`src/design/amd_pkg.sv`:
```
// Shared constants and types for the address modifier and byte lane decoder
package amd_pkg;
  // Defined modifier codes, line 5 is the most significant bit, high level reads as 1
  localparam logic [5:0] AM_STD_SUP_BLT = 6'h3F;
  localparam logic [5:0] AM_STD_SUP_PRG = 6'h3E;
  localparam logic [5:0] AM_STD_SUP_DAT = 6'h3D;
  localparam logic [5:0] AM_STD_NP_BLT = 6'h3B;
  localparam logic [5:0] AM_STD_NP_PRG = 6'h3A;
  localparam logic [5:0] AM_STD_NP_DAT = 6'h39;
  localparam logic [5:0] AM_EXT_SUP_BLT = 6'h0F;
  localparam logic [5:0] AM_EXT_SUP_PRG = 6'h0E;
  localparam logic [5:0] AM_EXT_SUP_DAT = 6'h0D;
  localparam logic [5:0] AM_EXT_NP_BLT = 6'h0B;
  localparam logic [5:0] AM_EXT_NP_PRG = 6'h0A;
  localparam logic [5:0] AM_EXT_NP_DAT = 6'h09;
  localparam logic [5:0] AM_SHORT_SUP = 6'h2D;
  localparam logic [5:0] AM_SHORT_NP = 6'h29;
  // Codes 10..1F share this upper pair
  localparam logic [1:0] AM_USER_HI = 2'h1;
  localparam logic [1:0] AM_KIND_BLT = 2'h3;
  localparam logic [1:0] AM_KIND_PRG = 2'h2;
  // Highest address line that selects a four-byte group per class
  localparam logic [4:0] TOP_SHORT = 5'h0F;
  localparam logic [4:0] TOP_STD = 5'h17;
  localparam logic [4:0] TOP_EXT = 5'h1F;
  localparam logic [4:0] TOP_NONE = 5'h00;
  // Byte lane masks, bit i is BYTE(i)
  localparam logic [3:0] MASK_LO_PAIR = 4'h3;
  localparam logic [3:0] MASK_HI_PAIR = 4'hC;
  localparam logic [3:0] MASK_QUAD = 4'hF;
  localparam logic [3:0] MASK_NONE = 4'h0;
  localparam logic [1:0] LANE_RST = 2'h0;
  localparam logic [7:0] COUNT_RST = 8'h00;
  localparam logic [29:0] ADDR_RST = 30'h0000_0000;

  typedef enum logic [2:0] {
    AMD_CLS_RSVD = 3'h0,
    AMD_CLS_SHORT = 3'h1,
    AMD_CLS_STD = 3'h2,
    AMD_CLS_EXT = 3'h3,
    AMD_CLS_USER = 3'h4
  } amd_class_t;

  typedef enum logic [1:0] {
    AMD_IDLE = 2'b00,
    AMD_ADDR = 2'b01,
    AMD_XFER = 2'b11,
    AMD_GAP = 2'b10
  } amd_state_t;

  typedef enum logic [1:0] {
    AMD_BLT_NONE = 2'h0,
    AMD_BLT_SGL = 2'h1,
    AMD_BLT_DBL = 2'h2
  } amd_blt_t;
endpackage

```
`src/design/amd_am_classify.sv`:
```
// Combinational classifier of the six-bit address modifier
`timescale 1ns/100ps
module amd_am_classify
  import amd_pkg::*;
(
  input wire logic [5:0] am,
  input wire logic [15:0] user_en,
  input wire logic [15:0] user_ext,
  output amd_pkg::amd_class_t cls,
  output logic [4:0] top,
  output logic legal,
  output logic is_super,
  output logic block,
  output logic is_program
);
  always_comb
  begin
    // Every one of the 64 codes lands in exactly one class
    cls = AMD_CLS_RSVD;
    case (am)
      AM_STD_SUP_BLT, AM_STD_SUP_PRG, AM_STD_SUP_DAT,
      AM_STD_NP_BLT, AM_STD_NP_PRG, AM_STD_NP_DAT:
        cls = AMD_CLS_STD;
      AM_EXT_SUP_BLT, AM_EXT_SUP_PRG, AM_EXT_SUP_DAT,
      AM_EXT_NP_BLT, AM_EXT_NP_PRG, AM_EXT_NP_DAT:
        cls = AMD_CLS_EXT;
      AM_SHORT_SUP, AM_SHORT_NP:
        cls = AMD_CLS_SHORT;
      default:
        cls = (am[5:4] == AM_USER_HI) ? AMD_CLS_USER : AMD_CLS_RSVD;
    endcase
    case (cls)
      AMD_CLS_SHORT: top = TOP_SHORT;
      AMD_CLS_STD: top = TOP_STD;
      AMD_CLS_EXT: top = TOP_EXT;
      AMD_CLS_USER: top = user_ext[am[3:0]] ? TOP_EXT : TOP_STD;
      default: top = TOP_NONE;
    endcase
    // User codes answer only where the board enables them
    legal = (cls != AMD_CLS_RSVD) && ((cls != AMD_CLS_USER) || user_en[am[3:0]]);
    // Attributes only for defined codes, so user codes carry no borrowed meaning
    is_super = am[2] && (cls != AMD_CLS_RSVD) && (cls != AMD_CLS_USER);
    block = ((cls == AMD_CLS_STD) || (cls == AMD_CLS_EXT)) && (am[1:0] == AM_KIND_BLT);
    is_program = ((cls == AMD_CLS_STD) || (cls == AMD_CLS_EXT)) &&
                 (am[1:0] == AM_KIND_PRG);
  end
endmodule

```
`src/design/amd_decoder.sv`:
```
// Slave-side address modifier, address width and block transfer byte lane tracker
`timescale 1ns/100ps
module amd_decoder
  import amd_pkg::*;
(
  input wire logic clk,
  input wire logic rst_n,
  input wire logic as_n,
  input wire logic ds0_n,
  input wire logic ds1_n,
  input wire logic lword_n,
  input wire logic write_n,
  input wire logic [31:1] addr,
  input wire logic [5:0] am,
  input wire logic [15:0] user_en,
  input wire logic [15:0] user_ext,
  output logic cyc_active,
  output amd_pkg::amd_class_t am_class,
  output logic am_super,
  output logic am_block,
  output logic am_program,
  output logic slave_sel,
  output logic [31:2] addr_sel,
  output amd_pkg::amd_blt_t blt_mode,
  output logic xfer_start,
  output logic [1:0] lane_byte,
  output logic [3:0] lane_mask,
  output logic wr_data_valid,
  output logic rd_release,
  output logic [7:0] xfer_count,
  output logic seq_err
);
  amd_state_t state_q, state_d;
  amd_class_t cls_c, cls_q, cls_d;
  amd_blt_t blt_q, blt_d;
  logic [4:0] top_c;
  logic legal_c, super_c, block_c, program_c;
  logic sel_q, sel_d, super_q, super_d, block_q, block_d, program_q, program_d;
  logic [29:0] addr_q, addr_d, addr_mask;
  logic as_prev_q, ds0_prev_q, ds1_prev_q;
  logic first_q, first_d, start_q, start_d, wr_q, wr_d, rd_q, rd_d, err_q, err_d;
  logic [1:0] lane_q, lane_d, last_ds_q, last_ds_d;
  logic [3:0] mask_q, mask_d;
  logic [7:0] count_q, count_d;
  logic [1:0] ds_act;
  logic as_fall, ds_fall, ds_rise, begin_xfer;

  amd_am_classify u_classify (
    .am(am),
    .user_en(user_en),
    .user_ext(user_ext),
    .cls(cls_c),
    .top(top_c),
    .legal(legal_c),
    .is_super(super_c),
    .block(block_c),
    .is_program(program_c)
  );

  // Keep only the address lines that the modifier class says are in use
  for (genvar i = 0; i < 30; i++)
  begin : g_mask
    assign addr_mask[i] = ((i + 2) <= int'(top_c)) && (top_c != TOP_NONE);
  end

  assign ds_act = {~ds1_n, ~ds0_n};
  assign as_fall = as_prev_q && !as_n;
  assign ds_fall = (ds0_prev_q && !ds0_n) || (ds1_prev_q && !ds1_n);
  assign ds_rise = (!ds0_prev_q && ds0_n) || (!ds1_prev_q && ds1_n);
  // A strobe may be seen before AS on a loaded backplane, so the first one is a level
  assign begin_xfer = ((state_q == AMD_ADDR) && (ds_act != 2'h0)) ||
                      ((state_q == AMD_GAP) && ds_fall);

  always_comb
  begin
    state_d = state_q;
    cls_d = cls_q;
    sel_d = sel_q;
    super_d = super_q;
    block_d = block_q;
    program_d = program_q;
    addr_d = addr_q;
    first_d = first_q;
    blt_d = blt_q;
    lane_d = lane_q;
    last_ds_d = last_ds_q;
    mask_d = mask_q;
    count_d = count_q;
    err_d = err_q;
    start_d = 1'b0;
    wr_d = 1'b0;
    rd_d = 1'b0;
    case (state_q)
      AMD_IDLE:
        if (as_fall)
        begin
          // Address and modifier are frozen together for the whole cycle
          state_d = AMD_ADDR;
          addr_d = addr[31:2] & addr_mask;
          cls_d = cls_c;
          sel_d = legal_c;
          super_d = super_c;
          block_d = block_c;
          program_d = program_c;
          first_d = 1'b1;
          blt_d = AMD_BLT_NONE;
          count_d = COUNT_RST;
          err_d = 1'b0;
          mask_d = MASK_NONE;
        end
      AMD_ADDR, AMD_GAP:
        if (as_n)
        begin
          // Address-only cycle ends here with no lane decode at all
          state_d = AMD_IDLE;
        end
        else if (begin_xfer)
        begin
          state_d = AMD_XFER;
          start_d = 1'b1;
          wr_d = !write_n;
          count_d = count_q + 8'h01;
          last_ds_d = ds_act;
          first_d = 1'b0;
          if (first_q)
          begin
            // A01 is trusted only here, before any acknowledge
            if (block_q && (ds_act == 2'h3))
            begin
              blt_d = AMD_BLT_DBL;
              lane_d = {addr[1], 1'b0};
            end
            else
            begin
              blt_d = block_q ? AMD_BLT_SGL : AMD_BLT_NONE;
              lane_d = {addr[1], ds_act == 2'h1};
            end
            if (ds_act == 2'h3)
              mask_d = (!lword_n && !block_q) ? MASK_QUAD :
                       (addr[1] ? MASK_HI_PAIR : MASK_LO_PAIR);
            else
              mask_d = 4'h1 << {addr[1], ds_act == 2'h1};
          end
          else
          begin
            case (blt_q)
              AMD_BLT_SGL:
              begin
                lane_d = lane_q + 2'h1;
                mask_d = 4'h1 << (lane_q + 2'h1);
                err_d = err_q || (ds_act == 2'h3) || (ds_act == last_ds_q);
              end
              AMD_BLT_DBL:
              begin
                lane_d = lane_q ^ 2'h2;
                mask_d = lane_q[1] ? MASK_LO_PAIR : MASK_HI_PAIR;
                err_d = err_q || (ds_act != 2'h3);
              end
              default:
                lane_d = lane_q;
            endcase
          end
        end
      AMD_XFER:
        if (as_n)
          state_d = AMD_IDLE;
        else if (ds_rise)
        begin
          // Only the first rising strobe of a transfer releases read data
          state_d = AMD_GAP;
          rd_d = write_n;
        end
      default:
        state_d = AMD_IDLE;
    endcase
  end

  always_ff @(posedge clk)
  begin
    if (!rst_n)
    begin
      state_q <= AMD_IDLE;
      cls_q <= AMD_CLS_RSVD;
      sel_q <= 1'b0;
      super_q <= 1'b0;
      block_q <= 1'b0;
      program_q <= 1'b0;
      addr_q <= ADDR_RST;
      as_prev_q <= 1'b1;
      ds0_prev_q <= 1'b1;
      ds1_prev_q <= 1'b1;
      first_q <= 1'b0;
      blt_q <= AMD_BLT_NONE;
      lane_q <= LANE_RST;
      last_ds_q <= 2'h0;
      mask_q <= MASK_NONE;
      count_q <= COUNT_RST;
      err_q <= 1'b0;
      start_q <= 1'b0;
      wr_q <= 1'b0;
      rd_q <= 1'b0;
    end
    else
    begin
      state_q <= state_d;
      cls_q <= cls_d;
      sel_q <= sel_d;
      super_q <= super_d;
      block_q <= block_d;
      program_q <= program_d;
      addr_q <= addr_d;
      as_prev_q <= as_n;
      ds0_prev_q <= ds0_n;
      ds1_prev_q <= ds1_n;
      first_q <= first_d;
      blt_q <= blt_d;
      lane_q <= lane_d;
      last_ds_q <= last_ds_d;
      mask_q <= mask_d;
      count_q <= count_d;
      err_q <= err_d;
      start_q <= start_d;
      wr_q <= wr_d;
      rd_q <= rd_d;
    end
  end

  assign cyc_active = (state_q != AMD_IDLE);
  assign am_class = cls_q;
  assign am_super = super_q;
  assign am_block = block_q;
  assign am_program = program_q;
  // Select drops with AS so a stale decode never answers the next cycle
  assign slave_sel = sel_q && cyc_active;
  assign addr_sel = addr_q;
  assign blt_mode = blt_q;
  assign xfer_start = start_q;
  assign lane_byte = lane_q;
  assign lane_mask = mask_q;
  assign wr_data_valid = wr_q;
  assign rd_release = rd_q;
  assign xfer_count = count_q;
  assign seq_err = err_q;

  // Lane held before each new transfer, seen only by the checks below
  logic [1:0] lane_prev_q;
  always_ff @(posedge clk)
  begin
    if (!rst_n)
      lane_prev_q <= LANE_RST;
    else if (start_q)
      lane_prev_q <= lane_q;
  end
endmodule

```
`config.mk`:
```
export PLATFORM = sky130hd
export DESIGN_NAME = amd_decoder
export DESIGN_NICKNAME = d
export VERILOG_FILES = /design/src/design/amd_pkg.sv /design/src/design/amd_am_classify.sv /design/src/design/amd_decoder.sv
export SDC_FILE = /design/constraint.sdc
export NUM_CORES = 1
export LEC_CHECK = 0
export ABC_AREA = 1
export BUFFER_PORTS_ARGS = -buffer_cell sky130_fd_sc_hd__buf_2
export CORE_MARGIN = 1.5
export CORE_UTILIZATION = 54
export CTS_CLUSTER_SIZE = 10
export DETAILED_ROUTE_END_ITERATION = 16
export PLACE_DENSITY = 0.86
export SLEW_MARGIN = 20
export SYNTH_ARGS = -nofsm -noshare
export SYNTH_HDL_FRONTEND = slang
export SYNTH_HIERARCHICAL = 1
export SYNTH_SLANG_ARGS = --single-unit
```
`constraint.sdc`:
```
create_clock -name clk -period 4.7 [get_ports clk]
set_input_delay 1.175 -clock clk [delete_from_list [all_inputs] [get_ports clk]]
set_output_delay 1.175 -clock clk [all_outputs]
set_load 0.005 [all_outputs]
```
==> parameters.txt, run 1 <==
Parameter                              Value

Run status
  Status    complete, no violations

Power
  Power density normalized to cell area    450 nW/µm²
  Pleak    2.36 nW
  Worst ir drop on vdd    0.000255 V

Floorplanning
  Overall die area    7450 µm²
  Die H    86.3 µm
  Io pins    134
  Core Region    6760 µm²
  DIE WIDTH    86.3 µm
  FP Rows    30
  Initial core utilization    55.4%

Setup path
  Setup crit start    as_n
  Crit path max fanout    40
  Crit path largest cell delay    860 ps
  Critical path data required time    4900 ps
  Worst flop-to-flop path startpoint    state_q[0]
  Kind of capture point of the worst setup path    flip-flop
  Internal reg-to-reg setup slack    between 1500 and 2000 ps
  Category of the most critical setup path    in2reg
  CP startpoint kind    input pin
  Critical path, cell by cell    buf_2, inv_2, nand3_1, buf_4, clkinv_1, o21ai_0, a21oi_1
  Library cell contributing the largest single delay on the critical path    sky130_fd_sc_hd__clkinv_1
  Arrival time worst endpoint    around 3100 ps

CTS
  TritonCTS clock tree    yes
  Post-cts hold buffer count    0
  Clock root buffer    sky130_fd_sc_hd__clkbuf_8
  Number of buffers inserted during clock tree synthesis    9
  Largest buffer count on any clock path    2
  Sink Count    65
  H-tree depth    3
  Post-CTS Setup Inserts    0
  PostCTS Resize Cnt    0
  Clock-pin slew on the worst setup and hold paths    70 ps
  Worst skew pair latency    350 ps

GRT
  Gr ovfl total    0
  Initial antenna violation count    0
  Gr usage total    between 20% and 30%
  Pin count of the biggest net entering global routing    41
  Via count of the first global-routing pass    roughly 4000
  First-pass GRT wire length    16400 µm

Place
  Final GP Congestion    0.911
  Placed wire-length estimate after detailed placement    7260 µm
  Buffers on Ports    about 130

Synth
  Number of synthesized flops with an enable pin    0
  Synthesized net count    approximately 670
  Sequential area share after synthesis    a little over a third
  Flip-flop and latch count after synthesis    65
  Async set-reset flop share out of synthesis    0%
  Synth warnings    6
  Distinct cells, synth    33
  Most used flip-flop cell after synthesis    sky130_fd_sc_hd__dfxtp_1
  Post-synth design cell area    3750 µm²
  Syn Area/Cell    6.41 µm²
  Number of instances in the synthesized netlist    about 600

Routing
  Total wire length after detailed routing    9890 µm
  Post-detailed-route via-to-cell ratio    5.20
  Total iterations of the first detailed-routing run    5
  Routed vias    4110
  Number of design rule violations left after detail routing    0
  DR WL/cell    12.5 µm
  Final antenna-violating net count    0
  Number of design-rule violations left by the first detailed-router iteration    253

Run
  Number of maximum-capacitance constraint violations    0

Timing
  Minimum clock period    2940 ps
  Final Hold Slack    456 ps
  Slew margin rel.    31.8%
  Clk_skew    10.3 ps
  Final Cycle Share    62.5%
  Final count of hold timing violations    0
  Slew Limit Fails    0
  Maximum frequency from static timing analysis    340 MHz
  Count of final setup violators    0
  Unrepaired setup endpoints after global routing    no
  Final TNS setup    0 ps
  Least-Margin Pin Slew    around 1000 ps

Final layout
  Area growth from synthesis to layout    22.9%
  Fraction of final layout cells sized beyond drive strength 1    between 20% and 30%
  Count of inserted antenna diode cells    0
  Final nets    a little under 800

Worst hold path
  Path category of the worst min-delay check    reg2reg
  Beginning of the worst hold path    sel_q
-- synth_stat cells, drive strengths merged, types with 8 or more instances --
cell / number / share of area (%)
nand2: 168 / 17
buf: 14 / 2.7
o211ai: 8 / 1.6
dfxtp: 65 / 35
o21ai: 35 / 5.0
clkbuf: 11 / 1.1
inv: 76 / 7.9
nand3: 51 / 7.1
a21oi: 57 / 7.6
nor2: 63 / 6.8
ha: 12 / 4.0
nand4: 9 / 1.5
-- state kept, by name, summed over array words and instances (netlist names) --
name and flops:
addr_sel 30, xfer_count 8, lane_mask 4, am_class 3, blt_mode 2, lane_byte 2, last_ds_q 2, state_q 2
am_block 1, am_program 1, am_super 1, as_prev_q 1, ds0_prev_q 1, ds1_prev_q 1, first_q 1, rd_release 1
sel_q 1, seq_err 1, wr_data_valid 1, xfer_start 1
-- metrics by stage --
| stage | setup WS, ps | cell area (µm²) | util [%] | std cells | total power, mW |
|---|---|---|---|---|---|
| 3_5_place_dp | 1470 | 4390 | 64.9 | 774 | 1.54 |
| 3_3_place_gp | 1580 | 4390 | 64.9 | 774 | 1.52 |
| 6_report | 1760 | 4600 | 68.1 | 790 | 2.07 |
| 4_1_cts | 1830 | 4600 | 68.1 | 790 | 2.07 |
| 2_1_floorplan | 1850 | 3750 | - | 584 | 1.32 |
| 5_1_grt | 1470 | 4600 | 68.1 | 790 | 2.22 |
-- metal layers --
metal	vias to the layer above	GRT usage (%)	part of all wire (%)
li1	2110	-	-
met1	1823	31.2	42
met2	158	47.5	48
met3	19	9.81	8.2
met4	0	8.65	1.8
met5	-	0	0
-- layout by cell type, fill, tap and decap left out, drive strengths merged --
cell / instances
nand2: 168
buf: 135
inv: 75
dfxtp: 65
nor2: 63
a21oi: 57
nand3: 51
o21ai: 35
ha: 12
nand4: 9
clkbuf: 9
o211ai: 8
nor3: 7
clkinv: 5
a22oi: 2
bufinv: 2
or2: 1
a211oi: 1
o2111ai: 1
o22ai: 1
o21bai: 1
nor4: 1
clkinvlp: 1
-- area by class of cell --
class / instances / area (µm²)
Fill cell: 596 / 2150
Multi-Input combinational cell: 418 / 2010
Sequential cell: 65 / 1300
Timing Repair Buffer: 135 / 681
Inverter: 76 / 295
Clock buffer: 9 / 124
Tap cell: 80 / 100
Clock inverter: 7 / 95.1
-- cell families after synthesis --
| group | Yosys count | synth area share, % |
|---|---|---|
| AND/OR/NAND/NOR | 300 | 34.2 |
| AO/OA/AOI/OAI | 106 | 15.4 |
| buffers and inverters | 101 | 11.7 |
| flip-flops | 65 | 34.7 |
| adder cells (fa/ha/maj) | 12 | 4.01 |
-- power by group --
| part | total [mW] | internal, mW | switching (mW) |
|---|---|---|---|
| logic | 0.870 | 0.292 | 0.578 |
| clock network | 0.522 | 0.298 | 0.224 |
| registers | 0.681 | 0.629 | 0.0519 |
| total | 2.07 | 1.22 | 0.854 |
-- critical path: cells and delay by family --
kind / cells / cell delay, ps
compound gates: 2 / 540
buf+inv: 4 / 1350
simple gates: 1 / 60
-- final timing paths --
path | to | cells after the start
max reg2reg | addr_sel[22] | 7
max | addr_sel[22] | 7
min reg2reg | sel_q | 2
min | sel_q | 2
Note: power is estimated with default switching activity, not from simulation.
==> run 2, diff against run 1 <==
Settings changed: ABC_AREA 1 to 0, CORE_UTILIZATION 54 to 50, PLACE_DENSITY 0.86 to 0.81.
Clock period 4.7 ns to 2.8 ns, I/O delays scaled along.
==> parameters.txt, run 2 <==
Parameter                              Value

Final layout
  Final nets    653 (was 793)
  Final core utilization    63.8% (was 68.1%)
  Post-route cell area    4580 µm² (was 4600 µm²)
  Fraction of final layout cells sized beyond drive strength 1    32.7% (was 24.8%)
  Largest register FFs    30 (unchanged)
  Commonest non-fill, non-tap cells in the layout    sky130_fd_sc_hd__buf_2 (133), sky130_fd_sc_hd__nand2_1 (66), sky130_fd_sc_hd__dfxtp_1 (65) (was sky130_fd_sc_hd__nand2_1 (162), sky130_fd_sc_hd__buf_2 (133), sky130_fd_sc_hd__inv_1 (67))
  Count of inserted antenna diode cells    0 (unchanged)
  Leading cell type in the layout, fill and taps excluded    sky130_fd_sc_hd__buf_2 (was sky130_fd_sc_hd__nand2_1)
  Area growth from synthesis to layout    24.4% (was 22.9%)

Floorplanning
  Io pins    134 (unchanged)
  FP Rows    31 (was 30)
  DIE WIDTH    88.8 µm (was 86.3 µm)
  Overall die area    7880 µm² (was 7450 µm²)
  Die H    88.8 µm (was 86.3 µm)
  Core Region    7180 µm² (was 6760 µm²)
  Initial core utilization    51.3% (was 55.4%)

Setup path
  Critical path data required time    3000 ps (was 4900 ps)
  Crit path largest cell delay    550 ps (was 860 ps)
  Critical path, cell by cell    buf_2, mux4_1, mux2i_1, nor3_1, or3_1, or2_2, o211ai_1, a21oi_1 (was buf_2, inv_2, nand3_1, buf_4, clkinv_1, o21ai_0, a21oi_1)
  Arrival time worst endpoint    2660 ps (was 3140 ps)
  Number of buffer and inverter instances along the worst setup path    1 (was 4)
  Internal reg-to-reg setup slack    380 ps (was 1960 ps)
  Family of cells with the greatest summed delay on the critical path    simple AND/OR/NAND/NOR gates (was buffers and inverters)
  Worst Reg-to-Reg Cells    6 (was 7)
  CP startpoint kind    input pin (unchanged)
  Worst flop-to-flop path startpoint    state_q[0] (unchanged)
  Kind of capture point of the worst setup path    flip-flop (unchanged)
  Reg2reg end    lane_byte[1] (was addr_sel[22])
  Category of the most critical setup path    in2reg (unchanged)
  Crit path max fanout    7 (was 40)
  Library cell contributing the largest single delay on the critical path    sky130_fd_sc_hd__mux4_1 (was sky130_fd_sc_hd__clkinv_1)

Timing
  Final Cycle Share    around 90%
  Minimum clock period    between 2000 and 2500 ps
  Maximum frequency from static timing analysis    406 MHz
  Unrepaired setup endpoints after global routing    no (unchanged)
  Count of final setup violators    0 (unchanged)
  Slew margin rel.    54.8% (was 31.8%)
  Final Hold Slack    451 ps (was 456 ps)
  Final count of hold timing violations    0 (unchanged)
  Clk_skew    8.38 ps (was 10.3 ps)
  Slew Limit Fails    0 (unchanged)
  Least-Margin Pin Slew    676 ps (was 1020 ps)

Place
  Placed Instance Area    4410 µm² (was 4390 µm²)
  Buffers on Ports    133 (unchanged)
  Placed wire-length estimate after detailed placement    7300 µm (was 7260 µm)
  Final GP Congestion    0.868 (was 0.911)

Synth
  Distinct cells, synth    70 (was 33)
  Post-synth design cell area    3680 µm² (was 3750 µm²)
  Async set-reset flop share out of synthesis    0% (unchanged)
  Number of synthesized flops with an enable pin    0 (unchanged)
  Cell taking the most area after synthesis    sky130_fd_sc_hd__dfxtp_1 (unchanged)
  Cell types with the highest counts after synthesis    sky130_fd_sc_hd__nand2_1 (66), sky130_fd_sc_hd__dfxtp_1 (65), sky130_fd_sc_hd__a21oi_1 (48) (was sky130_fd_sc_hd__nand2_1 (162), sky130_fd_sc_hd__inv_1 (68), sky130_fd_sc_hd__dfxtp_1 (65))
  Sequential area share after synthesis    35.4% (was 34.7%)
  Flip-flop and latch count after synthesis    65 (unchanged)
  Synthesized net count    529 (was 672)
  Synth warnings    6 (unchanged)
  Syn Area/Cell    8.34 µm² (was 6.41 µm²)
  Most instantiated library cell after synthesis    sky130_fd_sc_hd__nand2_1 (unchanged)
  Yosys top cell area share    35.4% (was 34.7%)
  Largest cells by area after synthesis    sky130_fd_sc_hd__dfxtp_1 (35%), sky130_fd_sc_hd__nand2_1 (6.7%), sky130_fd_sc_hd__a21oi_1 (6.5%), sky130_fd_sc_hd__ha_1 (4.1%), sky130_fd_sc_hd__nor2_1 (2.6%) (was sky130_fd_sc_hd__dfxtp_1 (35%), sky130_fd_sc_hd__nand2_1 (16%), sky130_fd_sc_hd__a21oi_1 (7.6%), sky130_fd_sc_hd__inv_1 (6.8%), sky130_fd_sc_hd__nand3_1 (6.7%))
  Most used flip-flop cell after synthesis    sky130_fd_sc_hd__dfxtp_1 (unchanged)
  Number of instances in the synthesized netlist    441 (was 584)

CTS
  PostCTS Resize Cnt    0 (unchanged)
  Post-cts hold buffer count    0 (unchanged)
  Largest buffer count on any clock path    2 (unchanged)
  Clock root buffer    sky130_fd_sc_hd__clkbuf_8 (unchanged)
  Clock-pin slew on the worst setup and hold paths    70 ps (about the same)
  Sink Count    65 (unchanged)
  Worst skew pair latency    340 ps (was 350 ps)
  H-tree depth    3 (unchanged)
  TritonCTS clock tree    yes (unchanged)
  Number of buffers inserted during clock tree synthesis    9 (unchanged)
  Post-CTS Setup Inserts    0 (unchanged)

GRT
  Initial antenna violation count    0 (unchanged)
  Gr usage total    24.8% (was 27.3%)
  Gr ovfl total    0 (unchanged)
  Layer with the highest usage    met2 (unchanged)
  Global routing usage on met1    30.0% (was 31.2%)
  Via count of the first global-routing pass    3401 (was 3888)
  Met2 capacity usage during global routing    41.8% (was 47.5%)
  Global routing usage on met3    8.58% (was 9.81%)
  Pin count of the biggest net entering global routing    52 (was 41)
  First-pass GRT wire length    15200 µm (was 16400 µm)

Worst hold path
  Beginning of the worst hold path    addr_sel[2] (was sel_q)
  Worst hold path endpoint    addr_sel[2] (was sel_q)
  Number of cells traversed by the worst hold path    2 (unchanged)
  Path category of the worst min-delay check    reg2reg (unchanged)

Routing
  DR WL/cell    14.6 µm (was 12.5 µm)
  Final antenna-violating net count    0 (unchanged)
  Total iterations of the first detailed-routing run    5 (unchanged)
  Number of design rule violations left after detail routing    0 (unchanged)
  Number of design-rule violations left by the first detailed-router iteration    187 (was 253)
  Post-detailed-route via-to-cell ratio    5.62 (was 5.20)
  Total wire length after detailed routing    9740 µm (was 9890 µm)
  Routed vias    3754 (was 4110)

Power
  Final Total Pwr    2.31 mW (was 2.07 mW)
  Worst ir drop on vdd    0.000300 V (was 0.000255 V)
  Pleak    2.00 nW (was 2.36 nW)
  Power density normalized to cell area    505 nW/µm² (was 450 nW/µm²)

Run
  Number of maximum-capacitance constraint violations    0 (unchanged)

Run status
  Status    complete, no violations (unchanged)
[run 2: cell types whose count changed after synthesis, sizes merged, moves of 10 or more]
cell,change
inv,-58
nand2,-102
o21ai,-24
nand3,-37
a211oi,+10
nor2,-37
[run 2: cell families (layout without fill, tap and decap cells)]
| group | after synthesis | count (layout) | synth area share (%) |
|---|---|---|---|
| simple gates | 162 | 162 | 21.8 |
| compound gates | 132 | 132 | 24.7 |
| flops | 65 | 65 | 35.4 |
| buf+inv | 54 | 182 | 7.11 |
| mux | 15 | 15 | 6.77 |
| fa+ha+maj | 12 | 12 | 4.08 |
| xor+xnor | 1 | 1 | 0.238 |
[run 2: worst reg2reg max path: cells and delay by family, from the launching register on]
kind | cells | cell delay (ps)
AO/OA/AOI/OAI | 3 | 970
adder cells (fa/ha/maj) | 1 | 440
buffers and inverters | 1 | 100
flip-flops | 1 | 450
AND/OR/NAND/NOR | 1 | 390
[run 2: layout make-up]
type	instances	area [µm²]
flip-flops and latches	65	1300
fillers	601	2600
inverters	19	71.3
clock buffers	10	138
repair buffers	148	791
well taps	99	124
clock inverters	5	32.5
multi-input cells	322	2120
[run 2: metrics by stage]
| stage | instances | setup TNS (ps) | setup WS [ps] |
|---|---|---|---|
| finish | 668 | 0 | 334 |
| floorplan | 441 | 0 | 130 |
| global route | 668 | 0 | 193 |
| CTS | 668 | 0 | 348 |
| global placement | 653 | 0 | 21.0 |
| detailed placement | 653 | -40.5 | -18.9 |
[run 2: where the power goes]
part,switching (mW),leakage (nW),total (mW),internal [mW]
clock network,0.356,0.0802,0.693,0.337
logic,0.364,1.39,0.614,0.250
registers,0.0359,0.527,1.01,0.969
[run 2: metal layers]
metal | share of wire, % | up-vias
met5 | 0 | -
met4 | 0.83 | 0
met3 | 9.2 | 8
met2 | 49 | 182
met1 | 41 | 1707
li1 | - | 1857
[run 2: worst max-delay path by stage]
| stage | cells past startpoint | endpoint | startpoint |
|---|---|---|---|
| 6_report | 8 | addr_sel[6] | am[2] |
| 5_1_grt | 8 | addr_sel[6] | am[2] |
| 4_1_cts | 8 | addr_sel[6] | am[2] |
| 3_5_place_dp | 8 | addr_sel[4] | am[2] |
| 3_3_place_gp | 8 | addr_sel[6] | am[2] |
| 2_1_floorplan | 10 | addr_sel[19] | am[2] |
==> run 3, diff against run 2 <==
Settings changed: SETUP_SLACK_MARGIN from default to 0.5.
==> parameters.txt, run 3 (synthesized netlist as in run 2, its figures left out) <==
Parameter                              Value

Power
  Power density normalized to cell area    528 nW/µm² (was 505 nW/µm²)
  Power spent charging and discharging nets    814 µW (was 756 µW)
  Comb pwr share    25.7% (was 26.6%)
  Pleak    2.01 nW (was 2.00 nW)
  Switch share    33.1% (was 32.7%)
  Final Total Pwr    2.46 mW (was 2.31 mW)
  Flop pwr share    40.8% (was 43.5%)
  Internal power contribution    1.64 mW (was 1.56 mW)
  Worst ir drop on vdd    0.000317 V (was 0.000300 V)
  Clock share of power    33.4% (was 30.0%)

Final layout
  Area occupied by multi-input gates    2170 µm² (was 2120 µm²)
  Final nets    649 (was 653)
  Fraction of final layout cells sized beyond drive strength 1    34.1% (was 32.7%)
  Count of inserted antenna diode cells    0 (unchanged)
  Final core utilization    64.9% (was 63.8%)
  FF/Latch Area    1300 µm² (unchanged)
  Leading cell type in the layout, fill and taps excluded    sky130_fd_sc_hd__buf_2 (unchanged)
  Commonest non-fill, non-tap cells in the layout    sky130_fd_sc_hd__buf_2 (130), sky130_fd_sc_hd__nand2_1 (66), sky130_fd_sc_hd__dfxtp_1 (65) (was sky130_fd_sc_hd__buf_2 (133), sky130_fd_sc_hd__nand2_1 (66), sky130_fd_sc_hd__dfxtp_1 (65))
  Largest register FFs    30 (unchanged)
  Filler instances    635 (was 601)
  Post-route cell area    4660 µm² (was 4580 µm²)
  Area growth from synthesis to layout    26.6% (was 24.4%)

CTS
  Clock root buffer    sky130_fd_sc_hd__clkbuf_8 (unchanged)
  Number of buffers inserted during clock tree synthesis    9 (unchanged)
  Clock-pin slew on the worst setup and hold paths    90 ps (was 70 ps)
  Largest buffer count on any clock path    2 (unchanged)
  Post-cts hold buffer count    0 (unchanged)
  TritonCTS clock tree    yes (unchanged)
  Worst skew pair latency    350 ps (was 340 ps)
  Sink Count    65 (unchanged)
  H-tree depth    3 (unchanged)

GRT
  Gr usage total    25.9% (was 24.8%)
  Initial antenna violation count    0 (unchanged)
  First-pass GRT wire length    16000 µm (was 15200 µm)
  Gr ovfl total    0 (unchanged)
  Pin count of the biggest net entering global routing    52 (unchanged)
  Via count of the first global-routing pass    3448 (was 3401)

Worst hold path
  Number of cells traversed by the worst hold path    2 (unchanged)
  Beginning of the worst hold path    addr_sel[14] (was addr_sel[2])
  Worst hold path endpoint    addr_sel[14] (was addr_sel[2])
  Path category of the worst min-delay check    reg2reg (unchanged)

Setup path
  CP startpoint kind    input pin (unchanged)
  Critical path data required time    3010 ps (was 3000 ps)
  Kind of capture point of the worst setup path    flip-flop (unchanged)
  Reg2reg end    lane_byte[0] (was lane_byte[1])
  Critical path, cell by cell    buf_8, mux4_2, mux2i_1, nor3_1, or3_4, or3_4, o211ai_1, a21oi_1 (was buf_2, mux4_1, mux2i_1, nor3_1, or3_1, or2_2, o211ai_1, a21oi_1)
  Internal reg-to-reg setup slack    660 ps (was 380 ps)
  Setup crit start    am[2] (unchanged)
  Worst flop-to-flop path startpoint    state_q[0] (unchanged)
  Crit path largest cell delay    470 ps (was 550 ps)
  Worst Reg-to-Reg Cells    6 (unchanged)
  Arrival time worst endpoint    2550 ps (was 2660 ps)
  Crit path max fanout    8 (was 7)
  Most frequent cell on the critical path    sky130_fd_sc_hd__or3_4
  Library cell contributing the largest single delay on the critical path    sky130_fd_sc_hd__mux4_2 (was sky130_fd_sc_hd__mux4_1)
  Category of the most critical setup path    in2reg (unchanged)

Timing
  Final Cycle Share    83.6% (was 88.1%)
  Maximum frequency from static timing analysis    427 MHz (was 406 MHz)
  Minimum clock period    2340 ps (was 2470 ps)
  Final TNS setup    0 ps (unchanged)
  Final count of hold timing violations    0 (unchanged)
  Least-Margin Pin Slew    712 ps (was 676 ps)
  Final Hold Slack    457 ps (was 451 ps)
  Count of final setup violators    0 (unchanged)
  Slew margin rel.    52.4% (was 54.8%)
  Unrepaired setup endpoints after global routing    yes (was no)
  Clk_skew    12.2 ps (was 8.38 ps)
  Slew Limit Fails    0 (unchanged)

Floorplanning
  Io pins    134 (unchanged)
  Core Region    7180 µm² (unchanged)
  Die H    88.8 µm (unchanged)
  Initial core utilization    51.3% (unchanged)
  Overall die area    7880 µm² (unchanged)
  FP Rows    31 (unchanged)
  DIE WIDTH    88.8 µm (unchanged)

Run status
  Status    complete, no violations (unchanged)

Place
  Placed wire-length estimate after detailed placement    7270 µm (was 7300 µm)
  Final GP Congestion    0.864 (was 0.868)
  Buffers on Ports    133 (unchanged)
  Placed Instance Area    4410 µm² (about the same)

Routing
  Final antenna-violating net count    0 (unchanged)
  DR WL/cell    14.8 µm (was 14.6 µm)
  Total wire length after detailed routing    9830 µm (was 9740 µm)
  Routed vias    3746 (was 3754)
  Number of design-rule violations left by the first detailed-router iteration    162 (was 187)
  Post-detailed-route via-to-cell ratio    5.63 (was 5.62)
  Number of design rule violations left after detail routing    0 (unchanged)
  Total iterations of the first detailed-routing run    4 (was 5)

Run
  Number of maximum-capacitance constraint violations    0 (unchanged)
## run 3: power by group through the flow
stage,sequential (mW),combinational [mW],clock (mW)
floorplan,1.02,0.430,0
global placement,1.02,0.593,0
detailed placement,1.02,0.607,0
CTS,1.00,0.612,0.830
global route,1.01,0.698,0.879
finish,1.00,0.633,0.822
## run 3: worst max path at each step
| stage | end | slack (ps) | cells after the start |
|---|---|---|---|
| after floorplan | addr_sel[4] | 300 | 9 |
| after global placement | addr_sel[2] | 140 | 8 |
| after detailed placement | addr_sel[2] | 90 | 8 |
| after CTS | addr_sel[2] | 490 | 8 |
| after global routing | addr_sel[2] | 410 | 8 |
| final | addr_sel[2] | 460 | 8 |
## run 3: worst max-delay path, delay by kind of cell
kind            cells  cell delay (ps)
compound gates      2              260
buf+inv             1               80
mux                 2              620
simple gates        3              890
## run 3: stage by stage
stage / setup WS (ps) / std cells
2_1_floorplan: 304 / 441
3_3_place_gp: 137 / 648
3_5_place_dp: 85.4 / 648
4_1_cts: 492 / 665
5_1_grt: 412 / 665
6_report: 460 / 665
## run 3: layer usage
metal | vias to the layer above | global-route usage (%) | routed length (µm)
met5 | - | 0 | 0
li1 | 1852 | - | -
met4 | 0 | 12.5 | 187
met1 | 1724 | 32.4 | 4040
met2 | 150 | 41.9 | 4870
met3 | 20 | 6.25 | 730
## run 3: timing repair
item                       4_1_cts  5_1_grt
setup endpoints to repair        4       32
setup buffers                    1        0
resized for setup                1       10
pin swaps                        0        9
## run 3: layout make-up
type | count | area share, %
multi-input cells | 322 | 46.6
flip-flops and latches | 65 | 27.9
repair buffers | 144 | 16.9
clock buffers | 9 | 2.66
well taps | 99 | 2.66
clock inverters | 7 | 1.66
inverters | 19 | 1.53
